<file path="config.mk">
export PLATFORM = sky130hd
export DESIGN_NAME = dap_conv
export DESIGN_NICKNAME = d
export VERILOG_FILES = /design/src/inc/dap_pkg.sv /design/src/hdl/dap_conv.sv /design/src/hdl/dap_sync.sv
export SDC_FILE = /design/constraint.sdc
export NUM_CORES = 1
export LEC_CHECK = 0
export BUFFER_PORTS_ARGS = -buffer_cell sky130_fd_sc_hd__buf_2
export CORE_MARGIN = 8
export CORE_UTILIZATION = 25
export DETAILED_ROUTE_END_ITERATION = 12
export SLEW_MARGIN = 5
export SYNTH_ARGS = -nofsm -noshare
export SYNTH_HDL_FRONTEND = slang
export SYNTH_SLANG_ARGS = --single-unit
</file>
<file path="constraint.sdc">
create_clock -name clk -period 3.15 [get_ports clk]
set_clock_uncertainty 0.2 [all_clocks]
set_input_delay 0.315 -clock clk [delete_from_list [all_inputs] [get_ports clk]]
set_output_delay 0.315 -clock clk [all_outputs]
set_load 0.02 [all_outputs]
</file>
<file path="src/inc/dap_pkg.sv">
// Package for the dual converter serial control block
package dap_pkg;
	localparam int unsigned CLK_MHZ        = 50;
	localparam int unsigned PWRUP_NS       = 1000;
	localparam int unsigned PWRUP_CYC      = (PWRUP_NS * CLK_MHZ) / 1000;
	localparam logic [5:0]  EDGE_PD_LO     = 6'h02;
	localparam logic [5:0]  EDGE_PD_HI     = 6'h0A;
	localparam logic [5:0]  EDGE_TRACK     = 6'h0D;
	localparam logic [5:0]  EDGE_FIRST_END = 6'h10;
	localparam logic [5:0]  EDGE_CHAIN_END = 6'h20;
	localparam logic [5:0]  EDGE_MAX       = 6'h3F;
	localparam int unsigned RES_W          = 12;
	localparam logic [3:0]  LEAD_ZEROS     = 4'h2;

	typedef enum logic [1:0] {
		DAP_NORMAL  = 2'b00,
		DAP_PARTIAL = 2'b01,
		DAP_FULL    = 2'b11
	} dap_pwr_t;

	typedef struct packed {
		logic [RES_W-1:0] chan_a;
		logic [RES_W-1:0] chan_b;
	} dap_result_t;

	typedef struct packed {
		logic out_a;
		logic oe_a;
		logic out_b;
		logic oe_b;
	} dap_dout_t;
endpackage

</file>
<file path="src/hdl/dap_conv.sv">
// Serial interface and power state control of a dual 12-bit converter
`timescale 1ns/1ns
`default_nettype none
module dap_conv
	import dap_pkg::*;
(
	input  wire logic         clk,
	input  wire logic         nrst,
	input  wire logic         cs_n_pin,
	input  wire logic         conv_serial_clock,
	input  wire dap_result_t  result_in,
	output var  dap_dout_t    dout,
	output var  logic         hold,
	output var  logic         conv_busy,
	output var  dap_pwr_t     pwr_state,
	output var  logic         ref_on,
	output var  logic         analog_on,
	output var  logic         powered_up
);
	logic        rst_a;
	logic        rst_n;
	logic        cs_act_pin;
	logic        cs_act;
	logic        cs_n;
	logic        sck;
	logic        cs_n_d;
	logic        sck_d;
	logic        cs_fall;
	logic        cs_rise;
	logic        sck_fall;
	logic        sck_rise;

	dap_result_t shadow;
	logic [5:0]  falls;
	logic        wake;
	logic [15:0] pu_cnt;
	dap_result_t next_shadow;
	logic [5:0]  next_falls;
	dap_pwr_t    next_pwr;
	logic        next_wake;
	logic [15:0] next_pu_cnt;
	logic        next_hold;
	logic        next_busy;
	dap_dout_t   next_dout;
	logic        next_ref;
	logic        next_analog;
	logic        next_ready;

	localparam int WAKE_DLY = PWRUP_CYC;

	// Bit shown on a line for a given count of falls: two zeros, 12 bits,
	// two zeros, then the other channel in the same shape.
	function automatic logic bit_at(input logic [5:0] n,
		input logic [RES_W-1:0] first, input logic [RES_W-1:0] second);
		logic [5:0] k;
		logic [5:0] p;
		k = (n >= EDGE_FIRST_END) ? n - EDGE_FIRST_END : n;
		p = k - 6'(LEAD_ZEROS);
		if (k < 6'(LEAD_ZEROS) || p >= 6'(RES_W))
			bit_at = 1'b0;
		else if (n >= EDGE_FIRST_END)
			bit_at = second[RES_W-1-int'(p)];
		else
			bit_at = first[RES_W-1-int'(p)];
	endfunction

	always_ff @(posedge clk or negedge nrst) begin
		if (!nrst) begin
			rst_a <= 1'b0;
			rst_n <= 1'b0;
		end else begin
			rst_a <= 1'b1;
			rst_n <= rst_a;
		end
	end

	// Select is filtered as an active-high copy so that the filter's reset
	// level reads as deselected and no false frame starts after reset.
	always_comb begin
		cs_act_pin = ~cs_n_pin;
		cs_n       = ~cs_act;
	end

	dap_sync u_cs (
		.clk   (clk),
		.rst_n (rst_n),
		.pin   (cs_act_pin),
		.level (cs_act)
	);

	dap_sync u_sck (
		.clk   (clk),
		.rst_n (rst_n),
		.pin   (conv_serial_clock),
		.level (sck)
	);

	// Edge detectors look only at filtered levels
	always_comb begin
		cs_fall  = cs_n_d & ~cs_n;
		cs_rise  = ~cs_n_d & cs_n;
		sck_fall = sck_d & ~sck & ~cs_n & ~cs_fall;
		sck_rise = ~sck_d & sck & ~cs_n;
	end

	always_comb begin
		next_shadow = shadow;
		next_falls  = falls;
		next_pwr    = pwr_state;
		next_wake   = wake;
		next_pu_cnt = pu_cnt;
		next_hold   = hold;
		next_busy   = conv_busy;
		next_dout   = dout;
		if (pu_cnt != 16'h0000)
			next_pu_cnt = pu_cnt - 16'h0001;
		if (cs_fall) begin
			next_falls  = 6'h00;
			next_shadow = result_in;
			next_hold   = 1'b1;
			next_busy   = 1'b1;
			next_dout   = '{1'b0, 1'b1, 1'b0, 1'b1};
			next_wake   = (pwr_state != DAP_NORMAL);
		end else if (cs_rise) begin
			next_busy = 1'b0;
			next_hold = 1'b0;
			next_dout = '{1'b0, 1'b0, 1'b0, 1'b0};
			next_wake = 1'b0;
			if (falls >= EDGE_PD_LO && falls < EDGE_PD_HI) begin
				if (pwr_state == DAP_NORMAL)
					next_pwr = DAP_PARTIAL;
				else
					next_pwr = DAP_FULL;
			end else if (falls >= EDGE_PD_HI && wake) begin
				next_pwr    = DAP_NORMAL;
				next_pu_cnt = 16'(PWRUP_CYC);
			end
			// Fewer than two falls leaves the state alone
		end else if (sck_fall) begin
			if (falls != EDGE_MAX)
				next_falls = falls + 6'h01;
			if (falls + 6'h01 >= EDGE_CHAIN_END) begin
				next_dout = '{1'b0, 1'b0, 1'b0, 1'b0};
			end else if (conv_busy) begin
				next_dout.out_a = bit_at(falls + 6'h01,
					shadow.chan_a, shadow.chan_b);
				next_dout.out_b = bit_at(falls + 6'h01,
					shadow.chan_b, shadow.chan_a);
			end
		end else if (sck_rise && falls == EDGE_TRACK) begin
			next_hold = 1'b0;
		end
		// Reference stays up in partial; powering while waking
		next_ref    = (next_pwr != DAP_FULL) | next_wake;
		next_analog = (next_pwr == DAP_NORMAL) | next_wake;
		next_ready  = (next_pwr == DAP_NORMAL) &&
			(next_pu_cnt == 16'h0000);
	end

	always_ff @(posedge clk or negedge rst_n) begin
		if (!rst_n) begin
			cs_n_d     <= 1'b1;
			sck_d      <= 1'b0;
			shadow     <= '0;
			falls      <= 6'h00;
			pwr_state  <= DAP_NORMAL;
			wake       <= 1'b0;
			pu_cnt     <= 16'h0000;
			hold       <= 1'b0;
			conv_busy  <= 1'b0;
			dout       <= '0;
			ref_on     <= 1'b1;
			analog_on  <= 1'b1;
			powered_up <= 1'b1;
		end else begin
			cs_n_d     <= cs_n;
			sck_d      <= sck;
			shadow     <= next_shadow;
			falls      <= next_falls;
			pwr_state  <= next_pwr;
			wake       <= next_wake;
			pu_cnt     <= next_pu_cnt;
			hold       <= next_hold;
			conv_busy  <= next_busy;
			dout       <= next_dout;
			ref_on     <= next_ref;
			analog_on  <= next_analog;
			powered_up <= next_ready;
		end
	end

	chk_enter_partial: assert property (@(posedge clk) disable iff (!rst_n)
		(cs_rise && pwr_state == DAP_NORMAL && falls >= EDGE_PD_LO &&
		falls < EDGE_PD_HI) |=> pwr_state == DAP_PARTIAL)
		else $error("partial power-down not entered");
	chk_glitch_keep: assert property (@(posedge clk) disable iff (!rst_n)
		(cs_rise && falls < EDGE_PD_LO) |=> $stable(pwr_state))
		else $error("power state changed on short frame");
	chk_enter_full: assert property (@(posedge clk) disable iff (!rst_n)
		(cs_rise && pwr_state == DAP_PARTIAL && falls >= EDGE_PD_LO &&
		falls < EDGE_PD_HI) |=> pwr_state == DAP_FULL)
		else $error("full power-down not entered");
	chk_tri_on_rise: assert property (@(posedge clk) disable iff (!rst_n)
		cs_rise |=> !dout.oe_a && !dout.oe_b && !conv_busy)
		else $error("outputs not released on select rise");
	chk_drive_on_fall: assert property (@(posedge clk) disable iff (!rst_n)
		cs_fall |=> dout.oe_a && dout.oe_b && hold && !dout.out_a)
		else $error("frame start not handled");
	chk_chain_end: assert property (@(posedge clk) disable iff (!rst_n)
		(sck_fall && falls == EDGE_CHAIN_END - 6'h01) |=> !dout.oe_a)
		else $error("line not released at 32nd fall");
	chk_track: assert property (@(posedge clk) disable iff (!rst_n)
		(sck_rise && !cs_fall && !cs_rise && falls == EDGE_TRACK)
		|=> !hold)
		else $error("sampler not back to track");
	chk_wake_time: assert property (@(posedge clk) disable iff (!rst_n)
		(cs_rise && wake && falls >= EDGE_PD_HI) |=> !powered_up ##WAKE_DLY
		powered_up)
		else $error("power-up time wrong");
	cov_partial: cover property (@(posedge clk) disable iff (!rst_n)
		pwr_state == DAP_PARTIAL);
	cov_full: cover property (@(posedge clk) disable iff (!rst_n)
		pwr_state == DAP_FULL);
	cov_chain: cover property (@(posedge clk) disable iff (!rst_n)
		sck_fall && falls == EDGE_CHAIN_END - 6'h01);
endmodule
`default_nettype wire

</file>
<file path="src/hdl/dap_sync.sv">
// Three-stage synchroniser with agreement filter for pin inputs
`timescale 1ns/1ns
`default_nettype none
module dap_sync (
	input  wire logic clk,
	input  wire logic rst_n,
	input  wire logic pin,
	output var  logic level
);
	logic s1;
	logic s2;
	logic s3;
	logic next_level;

	// Only s2 reads s1; a change counts once s2 and s3 agree
	always_comb begin
		next_level = (s2 == s3) ? s3 : level;
	end

	always_ff @(posedge clk or negedge rst_n) begin
		if (!rst_n) begin
			s1    <= 1'b0;
			s2    <= 1'b0;
			s3    <= 1'b0;
			level <= 1'b0;
		end else begin
			s1    <= pin;
			s2    <= s1;
			s3    <= s2;
			level <= next_level;
		end
	end
endmodule
`default_nettype wire

</file>
### Word level (Yosys, flattened, before mapping)

Cells that the tools add are included.

* add/subtract/negate cells: 5
* $lt $le $gt $ge: 8
* equal/unequal tests: 7
* multiplexer cells: 39
* bitwise operators: 15
* reduce and logical (&&, ||, !) cells: 21

Operators with widths (count)
* 16-bit 2-to-1 mux: 5
* 32-bit by 5-bit less-than comparator with 1-bit output, second input constant: 1
* 6-bit 2-to-1 mux: 5
* 1-bit 2-to-1 mux: 19
* 16-bit logical NOT: 1
* 16-bit nonzero test: 1
* 16-bit by 1-bit subtractor with 16-bit output, second input constant: 1
* 6-bit by 4-bit >= comparator with 1-bit output, second input constant: 2
* 4-bit 2-to-1 mux: 3
* 2-bit 2-to-1 mux: 5
* 3-bit nonzero test: 3
* 1-bit binary-select mux with 4-bit select: 2
* 2-bit nonzero test: 4
* 1-bit AND: 7
* 4-bit by 6-bit subtractor with 7-bit output, first input constant: 1
* 6-bit by 1-bit adder with 6-bit output, second input constant: 1
* 6-bit by 4-bit equality test with 1-bit output, second input constant: 1
* 6-bit by 2-bit >= comparator with 1-bit output, second input constant: 1
* 6-bit by 5-bit >= comparator with 1-bit output, second input constant: 1
* 6-bit >= comparator, second input constant: 1
* 6-bit by 2-bit less-than comparator with 1-bit output, second input constant: 1
* 6-bit by 4-bit less-than comparator with 1-bit output, second input constant: 1
* 6-bit != test, second input constant: 1
* 1-bit NOT: 6
* other kinds (12): 21

* register bits after elaboration: 70
* input bits: 28
* output and inout bits: 11
* logic and storage cells: 122

### Logic depth before layout (Yosys ltp)

Gate-level depths: netlist of run 1.

* depth after elaboration: 14
* mapped depth: 13
* depth with buffers taken out: 11

### Modules after synthesis

A second synthesis of run 1 with hierarchy kept.

* cells, all modules: 339
* area total of the unflattened synthesis: 3654.8 sq um

By module, submodules not included
* dap_conv: instances 1, cells each 329, area an instance 3432.0 sq um, seq. area each 1531.5 sq um
* dap_sync: instances 2, cells each 5, area an instance 111.4 sq um, seq. area each 100.1 sq um

### Worst setup path before layout of run 1

No wires, ideal clock.

* path type: flip-flop to flip-flop
* start: register falls[0]
* end: register dout[3] in the netlist's numbering
* setup time: 0.110 ns
* arrival: 2.898 ns
* required time: 2.840 ns
* path slack: -0.058 ns
* cell stages (with the launch flop): 14
* buffers on the path: 2
* period minus slack after synthesis: 3.208 ns
* cells stage by stage: dfrtp_1 buf_2 inv_1 ha_1 ha_1 xnor2_1 ha_1 clkbuf_1 mux2i_1 a221oi_1 o21ai_0 o21ai_0 nor2_1 o41ai_1

* word-level cells in the longest chain between the ends: 14

Ends and longest elaborated chain
* start, declared: line dap_conv.sv:34 `logic [5:0] falls;`
* start signal, assigned: line dap_conv.sv:179 `falls <= next_falls;`
* 6-bit by 1-bit adder with 6-bit output *: line dap_conv.sv:142, dap_conv.sv:145
* 6-bit by 5-bit subtractor with 6-bit output or 6-bit by 5-bit >= comparator with 1-bit output (tied branches): line dap_conv.sv:57, dap_conv.sv:61
* 6-bit 2-to-1 mux: line dap_conv.sv:57 `k = (n >= EDGE_FIRST_END) ? n - EDGE_FIRST_END : n;`
* 6-bit by 2-bit subtractor with 6-bit output: line dap_conv.sv:58 `p = k - 6'(LEAD_ZEROS);`
* 4-bit by 6-bit subtractor with 7-bit output: line dap_conv.sv:62, dap_conv.sv:64
* 1-bit binary-select mux with 4-bit select (on tied branches): line dap_conv.sv:64, dap_conv.sv:62
* 1-bit 2-to-1 mux (on tied branches): line dap_conv.sv:64, dap_conv.sv:62
* 1-bit 2-to-1 mux: line dap_conv.sv:61 `else if (n >= EDGE_FIRST_END)`
* 1-bit 2-to-1 mux: line dap_conv.sv:59 `if (k < 6'(LEAD_ZEROS) || p >= 6'(RES_W))`
* 1-bit 2-to-1 mux: line dap_conv.sv:144 `end else if (conv_busy) begin`
* 1-bit 2-to-1 mux: line dap_conv.sv:142 `if (falls + 6'h01 >= EDGE_CHAIN_END) begin`
* 4-bit 2-to-1 mux: line dap_conv.sv:139 `end else if (sck_fall) begin`
* 4-bit 2-to-1 mux: line dap_conv.sv:124 `end else if (cs_rise) begin`
* 4-bit 2-to-1 mux: line dap_conv.sv:117 `if (cs_fall) begin`
* end signal, assigned: line dap_conv.sv:185 `dout <= next_dout;`
* end, declared: line dap_conv.sv:12 `output var dap_dout_t dout,`

Mark *: on every way between the ends. The rest lies on a longest branch, timed or not. The select of a mux whose other input is x is not followed.
A chain may end at the register's enable or synchronous reset.

### Worst setup path in the final report of run 1

* start: register falls[0]
* end: register dout[1] in the netlist's numbering

* word-level cells in the longest chain between the ends: 14

Ends and longest elaborated chain (line)
* 6-bit by 1-bit adder with 6-bit output *: dap_conv.sv:142, dap_conv.sv:147
* 6-bit by 5-bit subtractor with 6-bit output or 6-bit by 5-bit >= comparator with 1-bit output (tied branches): dap_conv.sv:57, dap_conv.sv:61
* 6-bit 2-to-1 mux: dap_conv.sv:57
* 6-bit by 2-bit subtractor with 6-bit output: dap_conv.sv:58
* 4-bit by 6-bit subtractor with 7-bit output: dap_conv.sv:62, dap_conv.sv:64
* 1-bit binary-select mux with 4-bit select (on tied branches): dap_conv.sv:64, dap_conv.sv:62
* 1-bit 2-to-1 mux (on tied branches): dap_conv.sv:64, dap_conv.sv:62
* 1-bit 2-to-1 mux: dap_conv.sv:61
* 1-bit 2-to-1 mux: dap_conv.sv:59
* 1-bit 2-to-1 mux: dap_conv.sv:144
* 1-bit 2-to-1 mux: dap_conv.sv:142
* 4-bit 2-to-1 mux: dap_conv.sv:139
* 4-bit 2-to-1 mux: dap_conv.sv:124
* 4-bit 2-to-1 mux: dap_conv.sv:117

Marked as above.

==> results of run 1 <==
==> per-stage QoR <==
stage / util, % / TNS (ps) / power, mW / hold WS [ps]
CTS: 31.6 / 0 / 5.87 / 0.301
floorplan: - / 0 / 4.16 / -181
global route: 31.8 / 0 / 6.39 / 9.80
detailed placement: 28.9 / -127 / 4.88 / -97.5
global placement: 28.9 / 0 / 4.82 / -99.1
finish: 31.8 / 0 / 5.86 / 14.1
==> cell type report <==
type | count | area share (%)
multi-input combinational | 236 | 40.0
sequential | 69 | 39.0
timing repair buffer | 60 | 8.46
clock buffer | 13 | 5.86
tap | 180 | 5.07
inverter | 13 | 1.10
clock inverter | 3 | 0.451
==> flip-flops by register name (all words and copies together) (netlist names), 2 cells and up <==
| signal | flops |
|---|---|
| dout | 3 |
| falls | 6 |
| pwr_state | 2 |
| shadow | 24 |
| pu_cnt | 16 |
==> worst paths after layout <==
kind                                      start                     end  depth (start not counted)
min                               result_in[16]  shadow[16]$_DFFE_PN0P_                          2
max                        falls[0]$_DFFE_PN0P_     dout[1]$_DFFE_PN0P_                         11
min in group asynchronous                  nrst         rst_n$_DFF_PN0_                          2
max in group asynchronous       rst_n$_DFF_PN0_  pwr_state[0]$_DFF_PN0_                          1
min reg2reg                   u_cs.s1$_DFF_PN0_       u_cs.s2$_DFF_PN0_                          0
max reg2reg                falls[0]$_DFFE_PN0P_     dout[1]$_DFFE_PN0P_                         11
==> kinds of logic (layout without fill, tap and decap cells) <==
kind of cell,after synthesis,after routing
adder cells (fa/ha/maj),14,14
XOR/XNOR,13,13
AO/OA/AOI/OAI,62,62
buffers and inverters,26,89
other,1,1
multiplexers,35,35
flip-flops,69,69
AND/OR/NAND/NOR,111,111
==> synthesized netlist by cell type, types with 3 or more instances <==
master	number
a21o_1	3
a21oi_1	9
and2_1	3
buf_2	5
clkbuf_1	4
dfrtp_1	65
dfstp_2	4
ha_1	12
inv_1	13
mux2_2	26
mux2i_1	5
mux4_2	4
nand2_1	21
nand2b_1	5
nand3_1	8
nand4_1	3
nor2_1	30
nor2b_1	8
nor3_1	4
nor3b_1	3
nor4_1	4
o21ai_0	21
o31ai_1	4
o41ai_1	5
or3_1	3
or4_1	4
xnor2_1	6
xor2_1	6
==> critical path: stages, from the launching register on <==
cell	delay, ps
dfrtp_1	390
buf_4	150
and3_1	300
nand3_1	160
xnor2_1	190
inv_1	140
ha_1	160
nand3_1	90
o31a_1	310
o31ai_1	260
o32ai_1	160
o41ai_1	360
==> metal layers <==
| layer | vias up | track usage [%] |
|---|---|---|
| li1 | 1315 | - |
| met1 | 1394 | 12.5 |
| met2 | 88 | 14.0 |
| met3 | 12 | 2.97 |
| met4 | 0 | 5.31 |
| met5 | - | 0 |
==> where the power goes <==
group | total, mW | switching (mW) | internal, mW | leakage, nW
sequential | 1.36 | 0.171 | 1.19 | 0.860
clock | 0.935 | 0.361 | 0.574 | 0.132
combinational | 3.56 | 1.86 | 1.70 | 1.04
==> timing repair <==
| action | CTS | global route |
|---|---|---|
| hold buffers | 8 | 0 |
| pin swaps | 0 | 1 |
| endpoints found under the setup margin | 2 | 2 |
| gates resized for setup | 1 | 7 |
| endpoints found under the hold margin | 9 | 0 |
| buffers inserted | 0 | 1 |
==> metrics.csv, run 1 <==
metric,value,unit
outcome,finished clean,
"Top FF cell, synth",dfrtp_1,
Worst Tran Pin Value,832,ps
max-slew violations,0,
"Net Count, Synth",371,
Area after DPL,4030,um2
crit-path max FO,6,
initial core utilization,25.7,%
full die area,18400,um2
Final HPWL DP,5.98,mm
Reg area,1730,um2
worst min-delay path class,input pin to flip-flop,
top routing layer in use,met4,
Area contributors post-synth,"dfrtp_1 (45%), mux2_2 (8.2%), ha_1 (4.2%)",
routed length on met1,3.89,mm
Worst setup SP type,flip-flop,
Die X,136,um
Synth area leader,dfrtp_1,
vias after detailed routing,2809,
Area growth syn-to-layout,23.8,%
Rows,43,
static leakage,2.03,nW
# setup viols final,0,
"commonest non-fill, non-tap cell in the layout",dfrtp_1,
Ports,39,
WL per Instance,14.2,um
post-synth cell types,59,
Tmin final,2970,ps
Routed WL,8.13,mm
R2R setup slack,180,ps
clk buf depth,2,
Hold Fails Final Rpt,0,
cell area after layout,4440,um2
met3 wire len,483,um
most frequent cells in the layout,"dfrtp_1 (64), buf_2 (38), nor2_1 (30), mux2_2 (26), nand2_1 (21)",
Post-Synth Adder-Cell Area,4.75,%
Synth Register Bits,69,
placer congestion estimate,0.834,
Post-synth EDFFs,0,
Mapped Area,3580,um2
clk_lat worst skew,340,ps
crit path kind,flip-flop to flip-flop,
CTS tree,built,
Fill cells,1411,
sequential area share after synthesis,48.3,%
CORE AREA,13900,um2
worst path required time,3180,ps
H-tree depth,3,
vias per std cell,4.89,
unrepaired setup endpoints after global routing,false,
Clock Sinks,69,
achievable frequency,337,MHz
Max-Cap Viols,0,
DRC,0,
gr usage total,9.67,%
Pwr Density,1320,nW/um2
mux share of post-synthesis cell area,12.1,%
antenna fix cells,0,
share of cells above drive strength 1,28.7,%
clk slew on worst S/H paths,60,ps
grt ovf,0,
Relative slew margins,44.6,%
Syn Inst Count,331,
multi-input logic area,1780,um2
XOR/XNOR Fraction of Synth Area,3.39,%
Ys Warns,0,
pin count of the biggest net entering global routing,68,
Yosys top cell area share,45.4,%
final worst slack,181,ps
# port buffers,38,
first-pass GRT wire length,14.2,mm
CP Capture Type,flip-flop,
routed wire length on met2,3.56,mm
Syn Area/Cell,10.8,um2
post-synthesis compound-gate area fraction,11.4,%
VDD IR max,0.000742,V
post-layout net count,429,
Root Driver,clkbuf_16,
Tcrit/Tclk final,94.3,%
ys async rst share,100,%
die height,136,um
pre-CTS setup slack,-78.2,ps
Cells after DPL,549,
Worst EP arrival,3000,ps
vias in the first global route,2864,
antenna violations before repair,0,
"antenna viol nets, final",0,
fraction of the mapped netlist area in simple logic gates,16.8,%
DRT Pass-1 Iters,4,
initial DRC count,213,
largest family of logic cells by synthesized area,simple AND/OR/NAND/NOR gates,
TritonCTS Buffers,9,
Non-Filler Instances,574,
Power figures use the tool's default switching activity.
==> run 2, diff against run 1 <==
==> constraint.sdc (replaced) <==
create_clock -name clk -period 3.3 [get_ports clk]
set_clock_uncertainty 0.2 [all_clocks]
set_input_delay 0.33 -clock clk [delete_from_list [all_inputs] [get_ports clk]]
set_output_delay 0.33 -clock clk [all_outputs]
set_load 0.02 [all_outputs]
==> run 2 against run 1 <==
  * Setup slack improved by 81 ps
  * Via count fell by 4.0%
  * Clock power decreased by 5.6%
  * Core utilization decreased by 0.57 points
  * Non-clock buffer count is 7 lower
  * Sequential power fell by 4%
  * Wire length down 3.8%
  * Worst hold slack better by 16 ps
  * Sequential share of layout area is 0.72 points higher
  * Cell area shrank 1.8%
  * Critical path type unchanged
  * Largest power group unchanged
==> metrics.csv, run 2 (synthesized netlist as in run 1, its figures left out) <==
metric,value,unit,change
final worst slack,262,ps,was 181 ps
clk slew on worst S/H paths,60,ps,about the same
Pwr Density,1280,nW/um2,was 1320 nW/um2
Worst Tran Pin Value,835,ps,was 832 ps
CORE AREA,13900,um2,unchanged
Max-Cap Viols,0,,unchanged
Ports,39,,unchanged
die height,136,um,unchanged
# setup viols final,0,,unchanged
vias per std cell,4.75,,was 4.89
Hold Fails Final Rpt,0,,unchanged
initial core utilization,25.7,%,unchanged
Tcrit/Tclk final,92.1,%,was 94.3%
vias in the first global route,2799,,"was 2,864"
antenna violations before repair,0,,unchanged
# port buffers,38,,unchanged
Clock Sinks,69,,unchanged
worst min-delay path class,input pin to flip-flop,,unchanged
CTS tree,built,,unchanged
Worst setup SP type,flip-flop,,unchanged
Worst EP arrival,3060,ps,was 3000 ps
share of cells above drive strength 1,28.7,%,about the same
Die X,136,um,unchanged
grt ovf,0,,unchanged
top flop regs,"shadow x24, pu_cnt x16, falls x6",,unchanged
Rows,43,,unchanged
Relative slew margins,44.3,%,was 44.6%
R2R setup slack,260,ps,was 180 ps
"antenna viol nets, final",0,,unchanged
static leakage,2.00,nW,was 2.03 nW
worst path required time,3320,ps,was 3180 ps
DRT Pass-1 Iters,4,,unchanged
full die area,18400,um2,unchanged
antenna fix cells,0,,unchanged
crit path kind,flip-flop to flip-flop,,unchanged
Fin Hold WS,30.3,ps,was 14.1 ps
pre-CTS setup slack,-24.1,ps,was -78.2 ps
DRC,0,,unchanged
max reg flops,24,,unchanged
CP Capture Type,flip-flop,,unchanged
VDD IR max,0.000641,V,was 0.000742 V
Routed WL,7.82,mm,was 8.13 mm
unrepaired setup endpoints after global routing,false,,unchanged
TritonCTS Buffers,9,,unchanged
first-pass GRT wire length,13.8,mm,was 14.2 mm
Top reg by flops,shadow,,unchanged
most frequent cells in the layout,"dfrtp_1 (64), buf_2 (38), nor2_1 (30), mux2_2 (26)",,"was dfrtp_1 (64), buf_2 (38), nor2_1 (30), mux2_2 (26), nand2_1 (21)"
vias after detailed routing,2696,,"was 2,809"
max-slew violations,0,,unchanged
post-layout net count,422,,was 429
WL per Instance,13.8,um,was 14.2 um
pin count of the biggest net entering global routing,68,,unchanged
"commonest non-fill, non-tap cell in the layout",dfrtp_1,,unchanged
initial DRC count,180,,was 213
clk buf depth,2,,unchanged
Root Driver,clkbuf_16,,unchanged
outcome,finished clean,,unchanged
Tmin final,3040,ps,was 2970 ps
crit-path max FO,8,,was 6
placer congestion estimate,0.842,,was 0.834
gr usage total,9.23,%,was 9.67%
Area growth syn-to-layout,21.6,%,was 23.8%
clk_lat worst skew,330,ps,was 340 ps
achievable frequency,329,MHz,was 337 MHz
H-tree depth,3,,unchanged
Final HPWL DP,5.81,mm,was 5.98 mm
run 2: worst paths after layout:
check                                     start                    end  depth (start not counted)
max in group asynchronous       rst_n$_DFF_PN0_   pu_cnt[12]$_DFF_PN0_                          1
min reg2reg                   u_cs.s1$_DFF_PN0_      u_cs.s2$_DFF_PN0_                          0
max                        falls[1]$_DFFE_PN0P_    dout[3]$_DFFE_PN0P_                         11
min                                result_in[7]  shadow[7]$_DFFE_PN0P_                          2
min in group asynchronous                  nrst        rst_a$_DFF_PN0_                          2
max reg2reg                falls[1]$_DFFE_PN0P_    dout[3]$_DFFE_PN0P_                         11
run 2: through the flow:
stage / cells / TNS, ps / utilization (%) / total power [mW] / area (um2)
final: 567 / 0 / 31.3 / 5.57 / 4360
after global routing: 567 / 0 / 31.3 / 6.10 / 4360
after CTS: 566 / 0 / 31.1 / 5.62 / 4330
after detailed placement: 547 / -24.1 / 28.8 / 4.67 / 4020
after global placement: 547 / 0 / 28.8 / 4.62 / 4020
after floorplan: 331 / 0 / - / 3.97 / 3580
run 2: cell type report:
class,instances,area [um2]
fillers,1411,9580
multi-input cells,236,1760
flip-flops and latches,69,1730
repair buffers,53,310
clock buffers,10,239
well taps,180,225
inverters,13,48.8
clock inverters,6,38.8
run 2: layer usage:
metal | wire length [um] | GRT usage [%]
met4 | 161 | 4.19
met1 | 3890 | 12.3
met5 | 0 | 0
met2 | 3410 | 13.4
met3 | 356 | 2.74
run 2: power breakdown:
part	total [mW]	leakage [nW]	internal [mW]	switching [mW]
logic	3.39	1.00	1.62	1.77
clock network	0.883	0.134	0.525	0.358
registers	1.30	0.860	1.14	0.163
total	5.57	2.00	3.28	2.29
run 2: repair_timing:
item	in CTS	in global routing
hold buffers	3	0
endpoints found under the hold margin	4	0
pin swaps	0	1
resized for setup	1	4
setup buffers	0	1
cloned	0	0
setup endpoints to repair	1	2
run 2: critical path, stage by stage (launching register included):
cell,delay (ps)
dfrtp_1,380
buf_4,160
ha_1,320
ha_1,240
xnor2_1,250
ha_4,280
mux2i_1,140
a221oi_1,280
o21ai_0,130
o21ai_0,140
nor2_1,70
o41ai_1,340
==> run 3, diff against run 2 <==
--- a/config.mk
+++ b/config.mk
@@ -5,10 +5,11 @@
 export SDC_FILE = /design/constraint.sdc
 export NUM_CORES = 1
 export LEC_CHECK = 0
-export BUFFER_PORTS_ARGS = -buffer_cell sky130_fd_sc_hd__buf_2
+export BUFFER_PORTS_ARGS = -buffer_cell sky130_fd_sc_hd__buf_4
 export CORE_MARGIN = 8
 export CORE_UTILIZATION = 25
 export DETAILED_ROUTE_END_ITERATION = 12
+export MAX_ROUTING_LAYER = met4
 export SLEW_MARGIN = 5
 export SYNTH_ARGS = -nofsm -noshare
 export SYNTH_HDL_FRONTEND = slang
==> run 3 against run 2 <==
  * Power increased by 2.2%
  * Clock-buffer cell count unchanged
  * Sequential cell count unchanged
  * Cell area increased by 2.4%
  * Worst hold slack got worse by 12 ps
  * Fmax decreased by 0.36%
  * Non-clock buffer count decreased by 2
  * Largest power group unchanged
==> metrics.csv, run 3 (synthesized netlist as in run 1, its figures left out) <==
metric,value,unit,change
# port buffers,38,,unchanged
Root Driver,clkbuf_16,,unchanged
Relative slew margins,44.8,%,was 44.3%
# setup viols final,0,,unchanged
clk_lat worst skew,350,ps,was 330 ps
first-pass GRT wire length,13.9,mm,was 13.8 mm
antenna violations before repair,0,,unchanged
CTS tree,built,,unchanged
vias in the first global route,2769,,"was 2,799"
grt ovf,0,,unchanged
achievable frequency,328,MHz,was 329 MHz
Worst EP arrival,3080,ps,was 3060 ps
Worst Tran Pin Value,828,ps,was 835 ps
Routed WL,8.08,mm,was 7.82 mm
DRT Pass-1 Iters,4,,unchanged
post-layout net count,420,,was 422
CORE AREA,13900,um2,unchanged
Tmin final,3050,ps,was 3040 ps
Total Power,5.69,mW,was 5.57 mW
vias per std cell,4.73,,was 4.75
crit-path max FO,8,,unchanged
Top reg by flops,shadow,,unchanged
Worst setup SP type,flip-flop,,unchanged
Hold Fails Final Rpt,0,,unchanged
share of cells above drive strength 1,28.3,%,was 28.7%
Final HPWL DP,5.80,mm,was 5.81 mm
clk slew on worst S/H paths,60,ps,about the same
Area growth syn-to-layout,24.5,%,was 21.6%
gr usage total,9.88,%,was 9.23%
max reg flops,24,,unchanged
clk buf depth,2,,unchanged
"antenna viol nets, final",0,,unchanged
Die X,136,um,unchanged
TritonCTS Buffers,9,,unchanged
Max-Cap Viols,0,,unchanged
H-tree depth,3,,unchanged
top flop regs,"shadow x24, pu_cnt x16, falls x6",,unchanged
crit path kind,flip-flop to flip-flop,,unchanged
most frequent cells in the layout,"dfrtp_1 (64), buf_4 (48), nor2_1 (30), mux2_2 (26)",,"was dfrtp_1 (64), buf_2 (38), nor2_1 (30), mux2_2 (26)"
"commonest non-fill, non-tap cell in the layout",dfrtp_1,,unchanged
max-slew violations,0,,unchanged
DRC,0,,unchanged
placer congestion estimate,0.852,,was 0.842
Tcrit/Tclk final,92.4,%,was 92.1%
Clock Sinks,69,,unchanged
antenna fix cells,0,,unchanged
CP Capture Type,flip-flop,,unchanged
VDD IR max,0.000709,V,was 0.000641 V
worst path required time,3330,ps,was 3320 ps
initial DRC count,207,,was 180
static leakage,2.03,nW,was 2.00 nW
Fill cells,1415,,"was 1,411"
die height,136,um,unchanged
vias after detailed routing,2672,,"was 2,696"
pin count of the biggest net entering global routing,68,,unchanged
Pwr Density,1280,nW/um2,about the same
outcome,finished clean,,unchanged
Ports,39,,unchanged
final design utilization,32.0,%,was 31.3%
full die area,18400,um2,unchanged
initial core utilization,25.7,%,unchanged
Rows,43,,unchanged
worst min-delay path class,input pin to flip-flop,,unchanged
WL per Instance,14.3,um,was 13.8 um
==> run 3: changes by cell type in the layout (fill, tap and decap cells not counted), sizes merged <==
cell      change
inv           +1
buf           -2
clkinvlp      -1
bufinv        +1
clkinv        -1
==> run 3: critical path, cell delays in order, from the launching register on <==
cell      delay [ps]
dfrtp_1          380
buf_4            160
ha_1             330
ha_1             270
xnor2_2          210
ha_4             260
mux2i_1          130
a221oi_1         310
o21ai_0          130
o21ai_0          130
nor2_1            70
o41ai_1          350
==> run 3: area by class of cell <==
| class | count | area (um2) | area share, % |
|---|---|---|---|
| clock inverters | 6 | 61.3 | 1.37 |
| clock buffers | 10 | 239 | 5.35 |
| inverters | 13 | 48.8 | 1.09 |
| repair buffers | 51 | 390 | 8.75 |
| multi-input cells | 236 | 1770 | 39.6 |
| flip-flops and latches | 69 | 1730 | 38.8 |
| well taps | 180 | 225 | 5.05 |
==> run 3: what timing repair did <==
item                                    4_1_cts  5_1_grt
pin swaps                                     0        1
resized for setup                             1        4
endpoints found under the hold margin         4        0
endpoints found under the setup margin        1        2
hold buffers                                  3        0
setup buffers                                 0        1
==> run 3: through the flow <==
stage	hold WS, ps	cells	TNS, ps	worst slack [ps]	area [um2]
2_1_floorplan	-166	331	0	92.0	3580
3_5_place_dp	-85.0	545	-7.26	-7.26	4100
6_report	18.0	565	0	250	4460
4_1_cts	3.53	564	0	79.0	4430
5_1_grt	3.31	565	-6.68	-6.68	4460
3_3_place_gp	-87.1	545	0	183	4100
==> run 3: where the power goes <==
group          total, mW  switching [mW]  leakage (nW)  internal, mW
sequential          1.30           0.165         0.860          1.14
clock              0.979           0.376         0.149         0.603
combinational       3.41            1.76          1.02          1.65
==> run 3: worst paths after layout <==
| check | from | to | slack (ps) | cells past startpoint |
|---|---|---|---|---|
| worst max register to register | falls[1]$_DFFE_PN0P_ | dout[3]$_DFFE_PN0P_ | 250 | 11 |
| worst min-delay path | result_in[11] | shadow[11]$_DFFE_PN0P_ | 20 | 2 |
| min in group asynchronous | nrst | rst_a$_DFF_PN0_ | 100 | 2 |
| worst max-delay path | falls[1]$_DFFE_PN0P_ | dout[3]$_DFFE_PN0P_ | 250 | 11 |
| max in group asynchronous | rst_n$_DFF_PN0_ | pu_cnt[14]$_DFF_PN0_ | 2120 | 1 |
| worst min register to register | u_cs.s1$_DFF_PN0_ | u_cs.s2$_DFF_PN0_ | 150 | 0 |
==> run 3: layer usage <==
layer | global-route usage [%] | vias up | wire length (um)
li1 | - | 1300 | -
met1 | 12.2 | 1296 | 3830
met2 | 14.3 | 64 | 3740
met3 | 2.71 | 12 | 348
met4 | 5.55 | 0 | 170
met5 | - | - | 0
